**src/ircr_pkg.sv**
```systemverilog
// Constants, types and helpers of the infrared transceiver control registers
//
// Contract
// - Control bit 0 picks power: 0 shutdown, 1 normal; resets to shutdown.
// - Control bit 1 enables receive line drive; 0 leaves it floating except while a read reply is shifted out; default off.
// - Control bit 2 enables the emitter driver; default off.
// - Bit 4 with bit 1 gives one-clock low pulse after individual writes only.
// - While bit 4 is set the photodiode is cut from the receive line.
// - Mode register codes decoded and checked against supported-mode capability.
// - Unsupported mode write loads 00h and gives no acknowledge pulse.
// - Power register bits 7:4 set emitter current; bits 3:0 ignored.
// - Power register resets to upper nibble 7, the 256 mA level.
// - Data word is one start bit then one byte, sampled on serial clock.
// - Device answers individual address 010 and broadcast address 111.
package ircr_pkg;

  // ---------------------------------------------------------------
  // Register map and fields
  // ---------------------------------------------------------------
  localparam logic [3:0] IDX_CTRL    = 4'h0;
  localparam logic [3:0] IDX_MODE    = 4'h1;
  localparam logic [3:0] IDX_POWER   = 4'h2;
  localparam logic [2:0] ADDR_INDIV  = 3'h2;
  localparam logic [2:0] ADDR_BCAST  = 3'h7;
  localparam int         BIT_POWER   = 0;
  localparam int         BIT_RXOE    = 1;
  localparam int         BIT_EMIT    = 2;
  localparam int         BIT_ACK     = 4;
  localparam logic [7:0] CTRL_MASK   = 8'h17;
  localparam logic [7:0] POWER_MASK  = 8'hf0;
  localparam logic [7:0] CTRL_RESET  = 8'h00;
  localparam logic [7:0] MODE_RESET  = 8'h00;
  localparam logic [7:0] POWER_RESET = 8'h70;

  // ---------------------------------------------------------------
  // Mode codes
  // ---------------------------------------------------------------
  localparam logic [7:0] MODE_SIR    = 8'h00;
  localparam logic [7:0] MODE_MIR    = 8'h01;
  localparam logic [7:0] MODE_FIR    = 8'h02;
  localparam logic [7:0] MODE_FIRALT = 8'h03;
  localparam logic [7:0] MODE_VFIR   = 8'h05;
  localparam logic [7:0] MODE_SIRALT = 8'h08;
  localparam logic [7:0] MODE_CIR    = 8'h20;

  // ---------------------------------------------------------------
  // Frame layout and timing
  // ---------------------------------------------------------------
  localparam logic [4:0] HDR_LAST    = 5'h07;
  localparam logic [4:0] WR_LAST     = 5'h10;
  localparam logic [4:0] TURN_LAST   = 5'h03;
  localparam logic [4:0] RD_LAST     = 5'h07;
  localparam int         CLK_PERIOD_NS   = 25;
  localparam int         IDLE_TIMEOUT_NS = 2000;
  localparam logic [7:0] IDLE_TIMEOUT_CYC = 8'(IDLE_TIMEOUT_NS / CLK_PERIOD_NS);
  localparam logic [9:0] CUR_MA_MAX  = 10'h200;
  localparam logic [9:0] CUR_MA_RESET = 10'h100;

  // ---------------------------------------------------------------
  // Types
  // ---------------------------------------------------------------
  typedef enum logic [2:0] {
    ST_IDLE, ST_HDR, ST_WDATA, ST_ACK, ST_RTURN, ST_RDATA, ST_SKIP
  } ircr_state_t;

  typedef struct packed {
    logic ackPulseEnable;
    logic emitterDriveEnable;
    logic receiveOutputEnable;
    logic powerStateSelect;
  } ircr_ctrl_t;

  typedef struct packed {
    ircr_ctrl_t ctrl;
    logic [7:0] mode;
    logic [9:0] emitterCurrentMa;
  } ircr_status_t;

  // ---------------------------------------------------------------
  // Helpers
  // ---------------------------------------------------------------
  function automatic logic [9:0] ircr_current_ma(input logic [3:0] n);
    logic [9:0] r;
    r = 10'h000;
    if (n[3]) begin
      r = CUR_MA_MAX;
    end else begin
      unique case (n[2:0])
        3'h7: r = 10'h100;
        3'h6: r = 10'h080;
        3'h5: r = 10'h040;
        3'h4: r = 10'h030;
        3'h3: r = 10'h020;
        3'h2: r = 10'h010;
        3'h1: r = 10'h008;
        3'h0: r = 10'h000;
      endcase
    end
    return r;
  endfunction

  // Support mask bit per mode code
  function automatic logic ircr_mode_ok(input logic [7:0] m, input logic [15:0] sup);
    logic ok;
    ok = 1'b0;
    case (m)
      MODE_SIR:    ok = sup[0];
      MODE_MIR:    ok = sup[1];
      MODE_FIR:    ok = sup[2];
      MODE_FIRALT: ok = sup[3];
      MODE_CIR:    ok = sup[4];
      MODE_VFIR:   ok = sup[5];
      MODE_SIRALT: ok = sup[8];
      default:     ok = 1'b0;
    endcase
    return ok;
  endfunction

endpackage

```
**src/ircr_sync_edge.sv**
```systemverilog
// Two-flop synchroniser with rising edge detect
`timescale 1ns/1ps
module ircr_sync_edge (
  // Clock and reset
  input  wire logic clk,
  input  wire logic reset,
  // Asynchronous input
  input  wire logic asyncIn,
  // Synchronised level and edge
  output logic      level,
  output logic      rise
);

  logic stage1;
  logic stage2;
  logic stage3;
  logic next_stage1;
  logic next_stage2;
  logic next_stage3;

  always_comb begin
    next_stage1 = asyncIn;
    next_stage2 = stage1;
    next_stage3 = stage2;
  end

  always_ff @(posedge clk) begin
    if (reset) begin
      stage1 <= 1'b0;
      stage2 <= 1'b0;
      stage3 <= 1'b0;
    end else begin
      stage1 <= next_stage1;
      stage2 <= next_stage2;
      stage3 <= next_stage3;
    end
  end

  assign level = stage2;
  assign rise  = stage2 & ~stage3;

endmodule // ircr_sync_edge

```
**src/ircr_regs.sv**
```systemverilog
// Control register bank with serial control bus slave
`timescale 1ns/1ps
module ircr_regs
  import ircr_pkg::*;
#(
  parameter logic [7:0] SUPPORT_LO = 8'hff,
  parameter logic [7:0] SUPPORT_HI = 8'h01
) (
  // Clock and reset
  input  wire logic   clk,
  input  wire logic   reset,
  // Serial control bus
  input  wire logic   sclkPin,
  input  wire logic   txdPin,
  // Receive data line
  output logic        rxdOut,
  output logic        rxdOe,
  // Photodiode receiver
  input  wire logic   photoRxPin,
  // Configuration to analog front end
  output ircr_status_t status
);

  // ---------------------------------------------------------------
  // Pin synchronisers
  // ---------------------------------------------------------------
  logic sclkRise;
  logic txdBit;
  logic photoBit;

  ircr_sync_edge uSclk (
    .clk     (clk),
    .reset   (reset),
    .asyncIn (sclkPin),
    .level   (),
    .rise    (sclkRise)
  );

  ircr_sync_edge uTxd (
    .clk     (clk),
    .reset   (reset),
    .asyncIn (txdPin),
    .level   (txdBit),
    .rise    ()
  );

  ircr_sync_edge uPhoto (
    .clk     (clk),
    .reset   (reset),
    .asyncIn (photoRxPin),
    .level   (photoBit),
    .rise    ()
  );

  // ---------------------------------------------------------------
  // State
  // ---------------------------------------------------------------
  ircr_state_t state;
  ircr_state_t next_state;
  logic [4:0]  bitCnt;
  logic [4:0]  next_bitCnt;
  logic [15:0] frame;
  logic [15:0] next_frame;
  logic [7:0]  respShift;
  logic [7:0]  next_respShift;
  logic [7:0]  idleCnt;
  logic [7:0]  next_idleCnt;
  logic [7:0]  ctrlReg;
  logic [7:0]  next_ctrlReg;
  logic [7:0]  modeReg;
  logic [7:0]  next_modeReg;
  logic [7:0]  powerReg;
  logic [7:0]  next_powerReg;
  logic [9:0]  currentMa;
  logic [9:0]  next_currentMa;
  logic        next_rxdOut;
  logic        next_rxdOe;

  // Frame fields, bits arrive LSB first
  logic [3:0]  frameIndex;
  logic [2:0]  frameAddr;
  logic        addrIndiv;
  logic        addrHit;
  logic [7:0]  wrData;
  logic        commit;
  logic        modeOk;
  logic        ackGo;
  logic [7:0]  readValue;

  assign frameIndex = frame[4:1];
  assign frameAddr  = frame[7:5];
  assign addrIndiv  = (frameAddr == ADDR_INDIV);
  assign addrHit    = addrIndiv || (frameAddr == ADDR_BCAST);
  assign wrData     = {txdBit, frame[15:9]};
  assign commit     = (state == ST_WDATA) && sclkRise && (bitCnt == WR_LAST);
  assign modeOk     = ircr_mode_ok(wrData, {SUPPORT_HI, SUPPORT_LO});

  // ---------------------------------------------------------------
  // Register read mux
  // ---------------------------------------------------------------
  always_comb begin
    unique case (frameIndex)
      IDX_CTRL:  readValue = ctrlReg & CTRL_MASK;
      IDX_MODE:  readValue = modeReg;
      IDX_POWER: readValue = powerReg & POWER_MASK;
      default:   readValue = 8'h00;
    endcase
  end

  // ---------------------------------------------------------------
  // Frame engine and registers
  // ---------------------------------------------------------------
  always_comb begin
    next_state     = state;
    next_bitCnt    = bitCnt;
    next_frame     = frame;
    next_respShift = respShift;
    next_ctrlReg   = ctrlReg;
    next_modeReg   = modeReg;
    next_powerReg  = powerReg;
    next_currentMa = currentMa;
    ackGo          = 1'b0;
    next_idleCnt   = sclkRise ? 8'h00 : idleCnt + 8'h01;
    unique case (state)
      ST_IDLE: begin
        // First clock edge opens a frame with the direction bit
        if (sclkRise) begin
          next_frame  = {15'h0000, txdBit};
          next_bitCnt = 5'h01;
          next_state  = ST_HDR;
        end
      end
      ST_HDR: begin
        if (sclkRise) begin
          next_frame[bitCnt[3:0]] = txdBit;
          next_bitCnt = bitCnt + 5'h01;
          if (bitCnt == HDR_LAST) begin
            // Fields are whole only after this bit lands
            if (!({txdBit, frame[6:5]} inside {ADDR_INDIV, ADDR_BCAST})) begin
              next_state = ST_SKIP;
            end else if (frame[0]) begin
              next_state = ST_WDATA;
            end else if ((frame[4:1] <= IDX_POWER) && ({txdBit, frame[6:5]} == ADDR_INDIV)) begin
              next_state  = ST_RTURN;
              next_bitCnt = 5'h00;
            end else begin
              next_state = ST_SKIP;
            end
          end
        end
      end
      ST_WDATA: begin
        if (sclkRise) begin
          next_frame[bitCnt[3:0]] = txdBit;
          next_bitCnt = bitCnt + 5'h01;
          if (bitCnt == WR_LAST) begin
            next_state = ST_IDLE;
            // Start bit must be high, and broadcasts never pulse
            if (frame[8]) begin
              unique case (frameIndex)
                IDX_CTRL: begin
                  next_ctrlReg = wrData & CTRL_MASK;
                  ackGo = 1'b1;
                end
                IDX_MODE: begin
                  next_modeReg = modeOk ? wrData : MODE_SIR;
                  ackGo = modeOk;
                end
                IDX_POWER: begin
                  next_powerReg  = wrData & POWER_MASK;
                  next_currentMa = ircr_current_ma(wrData[7:4]);
                  ackGo = 1'b1;
                end
                default: ackGo = 1'b0;
              endcase
            end
            if (ackGo && addrIndiv && next_ctrlReg[BIT_ACK] && next_ctrlReg[BIT_RXOE]) begin
              next_state = ST_ACK;
            end
          end
        end
      end
      ST_ACK: begin
        // Low pulse ends on the next serial clock edge
        if (sclkRise) begin
          next_state = ST_IDLE;
        end
      end
      ST_RTURN: begin
        if (sclkRise) begin
          next_bitCnt = bitCnt + 5'h01;
          if (bitCnt == TURN_LAST) begin
            next_respShift = readValue;
            next_bitCnt    = 5'h00;
            next_state     = ST_RDATA;
          end
        end
      end
      ST_RDATA: begin
        if (sclkRise) begin
          next_respShift = {1'b0, respShift[7:1]};
          next_bitCnt    = bitCnt + 5'h01;
          if (bitCnt == RD_LAST) begin
            next_state = ST_IDLE;
          end
        end
      end
      ST_SKIP: next_state = ST_SKIP;
      default: next_state = ST_IDLE;
    endcase
    // Serial clock may stop mid-frame; drop the frame after a quiet gap
    if ((state != ST_IDLE) && (idleCnt >= IDLE_TIMEOUT_CYC)) begin
      next_state = ST_IDLE;
    end
  end

  // ---------------------------------------------------------------
  // Receive line drive
  // ---------------------------------------------------------------
  always_comb begin
    if (next_state == ST_RDATA) begin
      next_rxdOe  = 1'b1;
      next_rxdOut = next_respShift[0];
    end else if (next_ctrlReg[BIT_ACK]) begin
      // Photodiode cut off, line idles high between pulses
      next_rxdOe  = next_ctrlReg[BIT_RXOE];
      next_rxdOut = (next_state != ST_ACK);
    end else begin
      next_rxdOe  = next_ctrlReg[BIT_RXOE];
      next_rxdOut = photoBit;
    end
  end

  always_ff @(posedge clk) begin
    if (reset) begin
      state     <= ST_IDLE;
      bitCnt    <= 5'h00;
      frame     <= 16'h0000;
      respShift <= 8'h00;
      idleCnt   <= 8'h00;
      ctrlReg   <= CTRL_RESET;
      modeReg   <= MODE_RESET;
      powerReg  <= POWER_RESET;
      currentMa <= CUR_MA_RESET;
      rxdOut    <= 1'b1;
      rxdOe     <= 1'b0;
    end else begin
      state     <= next_state;
      bitCnt    <= next_bitCnt;
      frame     <= next_frame;
      respShift <= next_respShift;
      idleCnt   <= next_idleCnt;
      ctrlReg   <= next_ctrlReg;
      modeReg   <= next_modeReg;
      powerReg  <= next_powerReg;
      currentMa <= next_currentMa;
      rxdOut    <= next_rxdOut;
      rxdOe     <= next_rxdOe;
    end
  end

  assign status = {ctrlReg[BIT_ACK], ctrlReg[BIT_EMIT], ctrlReg[BIT_RXOE], ctrlReg[BIT_POWER],
                   modeReg, currentMa};
endmodule // ircr_regs

```
**config.mk**
```make
export PLATFORM = sky130hd
export DESIGN_NAME = ircr_regs
export DESIGN_NICKNAME = d
export VERILOG_FILES = /design/src/ircr_pkg.sv /design/src/ircr_sync_edge.sv /design/src/ircr_regs.sv
export SDC_FILE = /design/constraint.sdc
export NUM_CORES = 1
export LEC_CHECK = 0
export ABC_AREA = 1
export BUFFER_PORTS_ARGS = -buffer_cell sky130_fd_sc_hd__buf_2
export CAP_MARGIN = 20
export CORE_UTILIZATION = 55
export DETAILED_ROUTE_END_ITERATION = 8
export GPL_ROUTABILITY_DRIVEN = 0
export PLACE_DENSITY = 0.84
export SLEW_MARGIN = 5
export SYNTH_ARGS = -nofsm -noshare
export SYNTH_HDL_FRONTEND = slang
export SYNTH_HIERARCHICAL = 1
export SYNTH_SLANG_ARGS = --single-unit
```
**constraint.sdc**
```tcl
create_clock -name clk -period 1.9 [get_ports clk]
set_input_delay 0.19 -clock clk [delete_from_list [all_inputs] [get_ports clk]]
set_output_delay 0.19 -clock clk [all_outputs]
set_load 0.05 [all_outputs]
```
Word level (Yosys, flattened, before mapping)
Memory sizes are Yosys's and may differ from the RTL's. A register that Yosys moved wholly into a read port is not among the register bits.
Index checks and enable logic that the tools add are counted.
W data, S select, Z words.
Word-level totals
  bits in registers: 76
  bits in read-only memories: 48
  output and inout port bits: 24
  logic and storage cells: 143
  memories: 1
Memories
  (no name shown): depth 8, bits a word 6, read ports 1, clocked after memory_dff 1, write ports 0, RTL line ircr_pkg.sv:88  | unique case (n[2:0])
Operators by class
  add/sub/neg operators: 2
  $lt $le $gt $ge: 4
  equal/unequal tests: 31
  mux-type cells: 58
  bitwise logic cells: 2
  reduce and logical (&&, ||, !) cells: 25
Operators by type and width (number)
  $mux W5: 17
  $mux W3: 15
  $mux W16: 2
  $mux W8: 4
  $pmux W16 S2: 1
  $pmux W8 S3: 1
  $pmux W3 S7: 1
  $pmux W5 S4: 1
  $reduce_and A5 Y1: 4
  $bwmux W16: 1
  $eq A8 B2 Y1 const B: 2
  $pmux W8 S2: 1
  $eq A3 B3 Y1 const B: 5
  $eq A3 B2 Y1 const B: 4
  $mux W10: 1
  $ne A2 B2 Y1 const B: 5
  $mux W1: 9
  $add A8 B1 Y8 const B: 1
  $eq A8 B1 Y1 const B: 1
  $eq A8 B3 Y1 const B: 1
  $eq A8 B4 Y1 const B: 1
  $eq A8 B6 Y1 const B: 1
  $ge A8 B7 Y1 const B: 1
  $logic_not A8 Y1: 1
  29 further kinds: 41

Depth between registers and ports, before layout
  word-level depth: 19
  mapped depth: 17
  mapped depth without buffers: 16

Hierarchy
The synthesis kept the hierarchy.
Modules (own cells, without submodules)
  ircr_regs: times used 1, cells an instance 504, area an instance 3562.2 um2
  ircr_sync_edge: times used 3, cells an instance 10, area an instance 86.3 um2

Worst setup path after synthesis
OpenSTA, ideal clock, no wires.
  path type: register to register
  from: register bitCnt[1]
  to: register rxdOut
  setup time: 0.117 ns
  data arrival time: 1.515 ns
  path slack: 0.268 ns
  cell stages (with the launch flop): 13
  clock period less this slack: 1.632 ns
  cells stage by stage: dfxtp_1 -> ha_1 -> nand2_1 -> nor2_2 -> nand2_1 -> inv_2 -> nand2_2 -> a21oi_2 -> nand2_1 -> nor3_1 -> nand3_1 -> nand3_1 -> nand2_1
On the way
  word-level cells in the longest chain between the ends: 8
RTL lines
  from (decl): RTL line ircr_regs.sv:60  | logic [4:0] bitCnt;
  from (signal assigned): RTL line ircr_regs.sv:249  | bitCnt <= next_bitCnt;
  $eq A5 B3 Y1 (tied with other cells): RTL line ircr_regs.sv:137, ircr_regs.sv:203
  $mux W3 (on tied branches) (2 in a row)
  $pmux W3 S7: RTL line ircr_regs.sv:124  | unique case (state)
  $mux W3: RTL line ircr_regs.sv:212  | if ((state != ST_IDLE) && (idleCnt >= IDLE_TIMEOUT_CYC)) begin
  $ne A3 B2 Y1: RTL line ircr_regs.sv:227  | next_rxdOut = (next_state != ST_ACK);
  $mux W1: RTL line ircr_regs.sv:224  | end else if (next_ctrlReg[BIT_ACK]) begin
  $mux W1 (*): RTL line ircr_regs.sv:221  | if (next_state == ST_RDATA) begin
  to (signal assigned): RTL line ircr_regs.sv:257  | rxdOut <= next_rxdOut;
  to (decl): RTL line ircr_regs.sv:16  | output logic rxdOut,
Mark *: on every way between the ends. The rest lies on a longest branch, timed or not. The select of a mux whose other input is x is not followed.
A chain may end at the register's enable or synchronous reset.

Worst setup path after layout
  from: register uSclk.stage2, in the netlist uSclk/level
  to: register currentMa[7]
On the way
  word-level cells in the longest chain between the ends: 2
RTL lines
  from (decl): RTL line ircr_sync_edge.sv:15  | logic stage2;
  from (signal assigned): RTL line ircr_sync_edge.sv:34  | stage2 <= next_stage2;
  $and A1 B1 Y1: RTL line ircr_sync_edge.sv:40  | assign rise = stage2 & ~stage3;
  via sclkRise: RTL line ircr_regs.sv:27  | logic sclkRise;
  $reduce_and A5 Y1 (no source line)
  to (signal assigned): RTL line ircr_regs.sv:256  | currentMa <= next_currentMa;
  to (decl): RTL line ircr_regs.sv:74  | logic [9:0] currentMa;
The timed path passes the listed nets, and every way through them passes these cells.

==> results_dict.tcl <==
set metrics [dict create \
    period_share 0.9491 \
    grt_pass1_vias 3225 \
    min_period_ns 1.803 \
    core_um2 6459 \
    grt_max_degree 20 \
    skew_ns 0.007460 \
    crit_cells 15 \
    fmax_mhz 554.6 \
    htreeDepth 3 \
    grt_pass1_wl_mm 14.23 \
    finalSetupViolations 0 \
    start_util 0.5819 \
    cts-root-buf "clkbuf_8" \
    area_growth_pct 14.58 \
    path_cells "inv_1 -> nor2_2 -> buf_6 -> nand2_1 -> inv_2 -> nand3_4 -> nor2_4 -> inv_2 -> nor2_4 -> inv_2 -> nor2_4 -> nand2_1 -> inv_2 -> nand2_1 -> a21oi_2" \
    critPathTopFamily "simple AND/OR/NAND/NOR gates" \
    postRouteWirelength_mm 8.692 \
    status "complete, but fails checks" \
    synth_area_um2 3759 \
    hold_slack_ns 0.02449 \
    cts.clk_slew.worst_paths_ns 0.08 \
    rows 29 \
    die_y_um 84.67 \
    layout-drive-gt1-share 0.2193 \
    cts.sinks 77 \
    place.port_buffers 25 \
    firstDrtPassIters 9 \
    r2r_cells 15 \
    min_path_cells 3 \
    slew-limit-headroom 0.6672 \
    fin_ws_ns 0.09675 \
    leakagePower_nw 1.721 \
    cp_max_fo 7 \
    syn_area_per_cell_um2 7.146 \
    crit_slowest_cell "dfxtp_1" \
    clkLatencyLatePin_ns 0.37 \
    drtIter0Drc 291 \
    maxCapViolations 0 \
    fin_util 0.6668 \
    crit_type "flip-flop to flip-flop" \
    crit-reg2reg-launch "uSclk/level" \
    hpwlAfterDp_mm 6.297 \
    ant_nets 0 \
    clock_path_buffers 2 \
    cp_slowest_stage_delay_ns 0.31 \
    postSynthCellCount 526 \
    pre_cts_slack_ns 0.07676 \
    arrival_ns 2.11 \
    num_vias 3467 \
    ios 29 \
    violations "DRC" \
    worstHoldPathType "input port to flip-flop" \
    critPathBufInv 6 \
    crit_required_ns 2.20 \
    antenna_cells 0 \
    cellPowerDensity_nw_per_um2 711.8 \
    nNetsFinal 576 \
    end_kind "flip-flop" \
    die_x_um 84.67 \
    route.detailed.drc 2 \
    cp-startpoint "uSclk/level" \
    cp-start-kind "flip-flop" \
    drv_slew 0 \
    numCtsBuffers 9 \
    timing.rr.end "currentMa[7]" \
    grt_use_total 0.2535 \
    dieArea_um2 7168 \
    yosys_warnings 6 \
    worstMarginPinSlew_ns 0.4947 \
    wl_per_cell_um 13.43 \
    antenna_found_initial 0 \
    cts_tree "built" \
    grt_overflow 0 \
    cpMostUsedCell "inv_2" \
    setup.worst_path.end "currentMa[7]" \
    vdd_ir_drop_max_mv 0.5646 \
    hold_viol 0 \
    viasPerCell 5.359 \
    r2r_setup_slack_ns 0.1 \
]
==> sequential cells by signal, summed over array words and instances, names as in the netlist, 3 cells and up, named ones only <==
| signal | cells |
|---|---|
| state | 3 |
| currentMa | 7 |
| idleCnt | 8 |
| powerReg | 3 |
| modeReg | 8 |
| respShift | 8 |
| ctrlReg | 4 |
| bitCnt | 5 |
| frame | 16 |
==> stage by stage <==
| stage | cell area [um^2] | std cells | setup TNS, ns | total power (W) |
|---|---|---|---|---|
| floorplan | 3766 | 528 | 0 | 0.001791 |
| global placement | 3963 | 624 | 0 | 0.001821 |
| detailed placement | 3963 | 624 | 0 | 0.001825 |
| CTS | 4163 | 640 | 0 | 0.003068 |
| global route | 4307 | 647 | -0.06970 | 0.003179 |
| finish | 4307 | 647 | 0 | 0.003066 |
==> worst min-delay path, cell delays in order <==
cell and delay [ns]:
buf_2 0.10, inv_1 0.04, nor2_1 0.03
==> repair_timing <==
action | in CTS | in global routing
buffers inserted | 0 | 7
hold buffers | 0 | 0
resized for setup | 0 | 26
setup endpoints to repair | 0 | 23
==> where the power goes <==
group          internal [W]  switching (W)  total, W
Clock              0.000645       0.000623   0.00127
Combinational     0.0000455       0.000111  0.000156
Sequential          0.00163      0.0000137   0.00164
==> final cells by class <==
class	count	area [um^2]
clock buffer	11	141.4
clock inverter	5	58.81
fill	523	2152
inverter	84	317.8
multi-input combinational	353	1899
sequential	77	1551
tap	77	96.34
timing repair buffer	40	241.5
==> layout by cell type (no fill, tap or decap), types with 4 or more instances in the layout <==
cell type and instances:
clkbuf_8 10, o21ai_0 17, a21oi_1 45, nand3_2 5
nand3_1 19, ha_1 4, a211oi_1 12, buf_4 14
nand2_1 110, nor2_4 10, o22ai_1 5, buf_2 25
inv_1 60, nand4_1 5, nor3_1 8, dfxtp_1 73
nand2_2 5, nor2_1 64, nor2_2 10, inv_2 22
==> worst min path at each step <==
stage                                 start            endpoint  slack, ns
after floorplan                       reset  uPhoto/next_stage2       0.26
after global placement     uTxd/next_stage2          uTxd/level       0.39
after detailed placement  uSclk/next_stage2         uSclk/level       0.40
after CTS                           sclkPin   uSclk/next_stage2       0.01
after global routing             photoRxPin  uPhoto/next_stage2       0.02
final                               sclkPin   uSclk/next_stage2       0.02
==> routing by layer <==
metal  track usage  wire length [um]  vias up
met1        0.3083              3872     1577
met4        0.1294               247        0
met5             0                 0        -
met3       0.05211               372       21
met2        0.4250              4200      105
li1              -                 -     1764
Note: power is estimated with default switching activity, not from simulation.
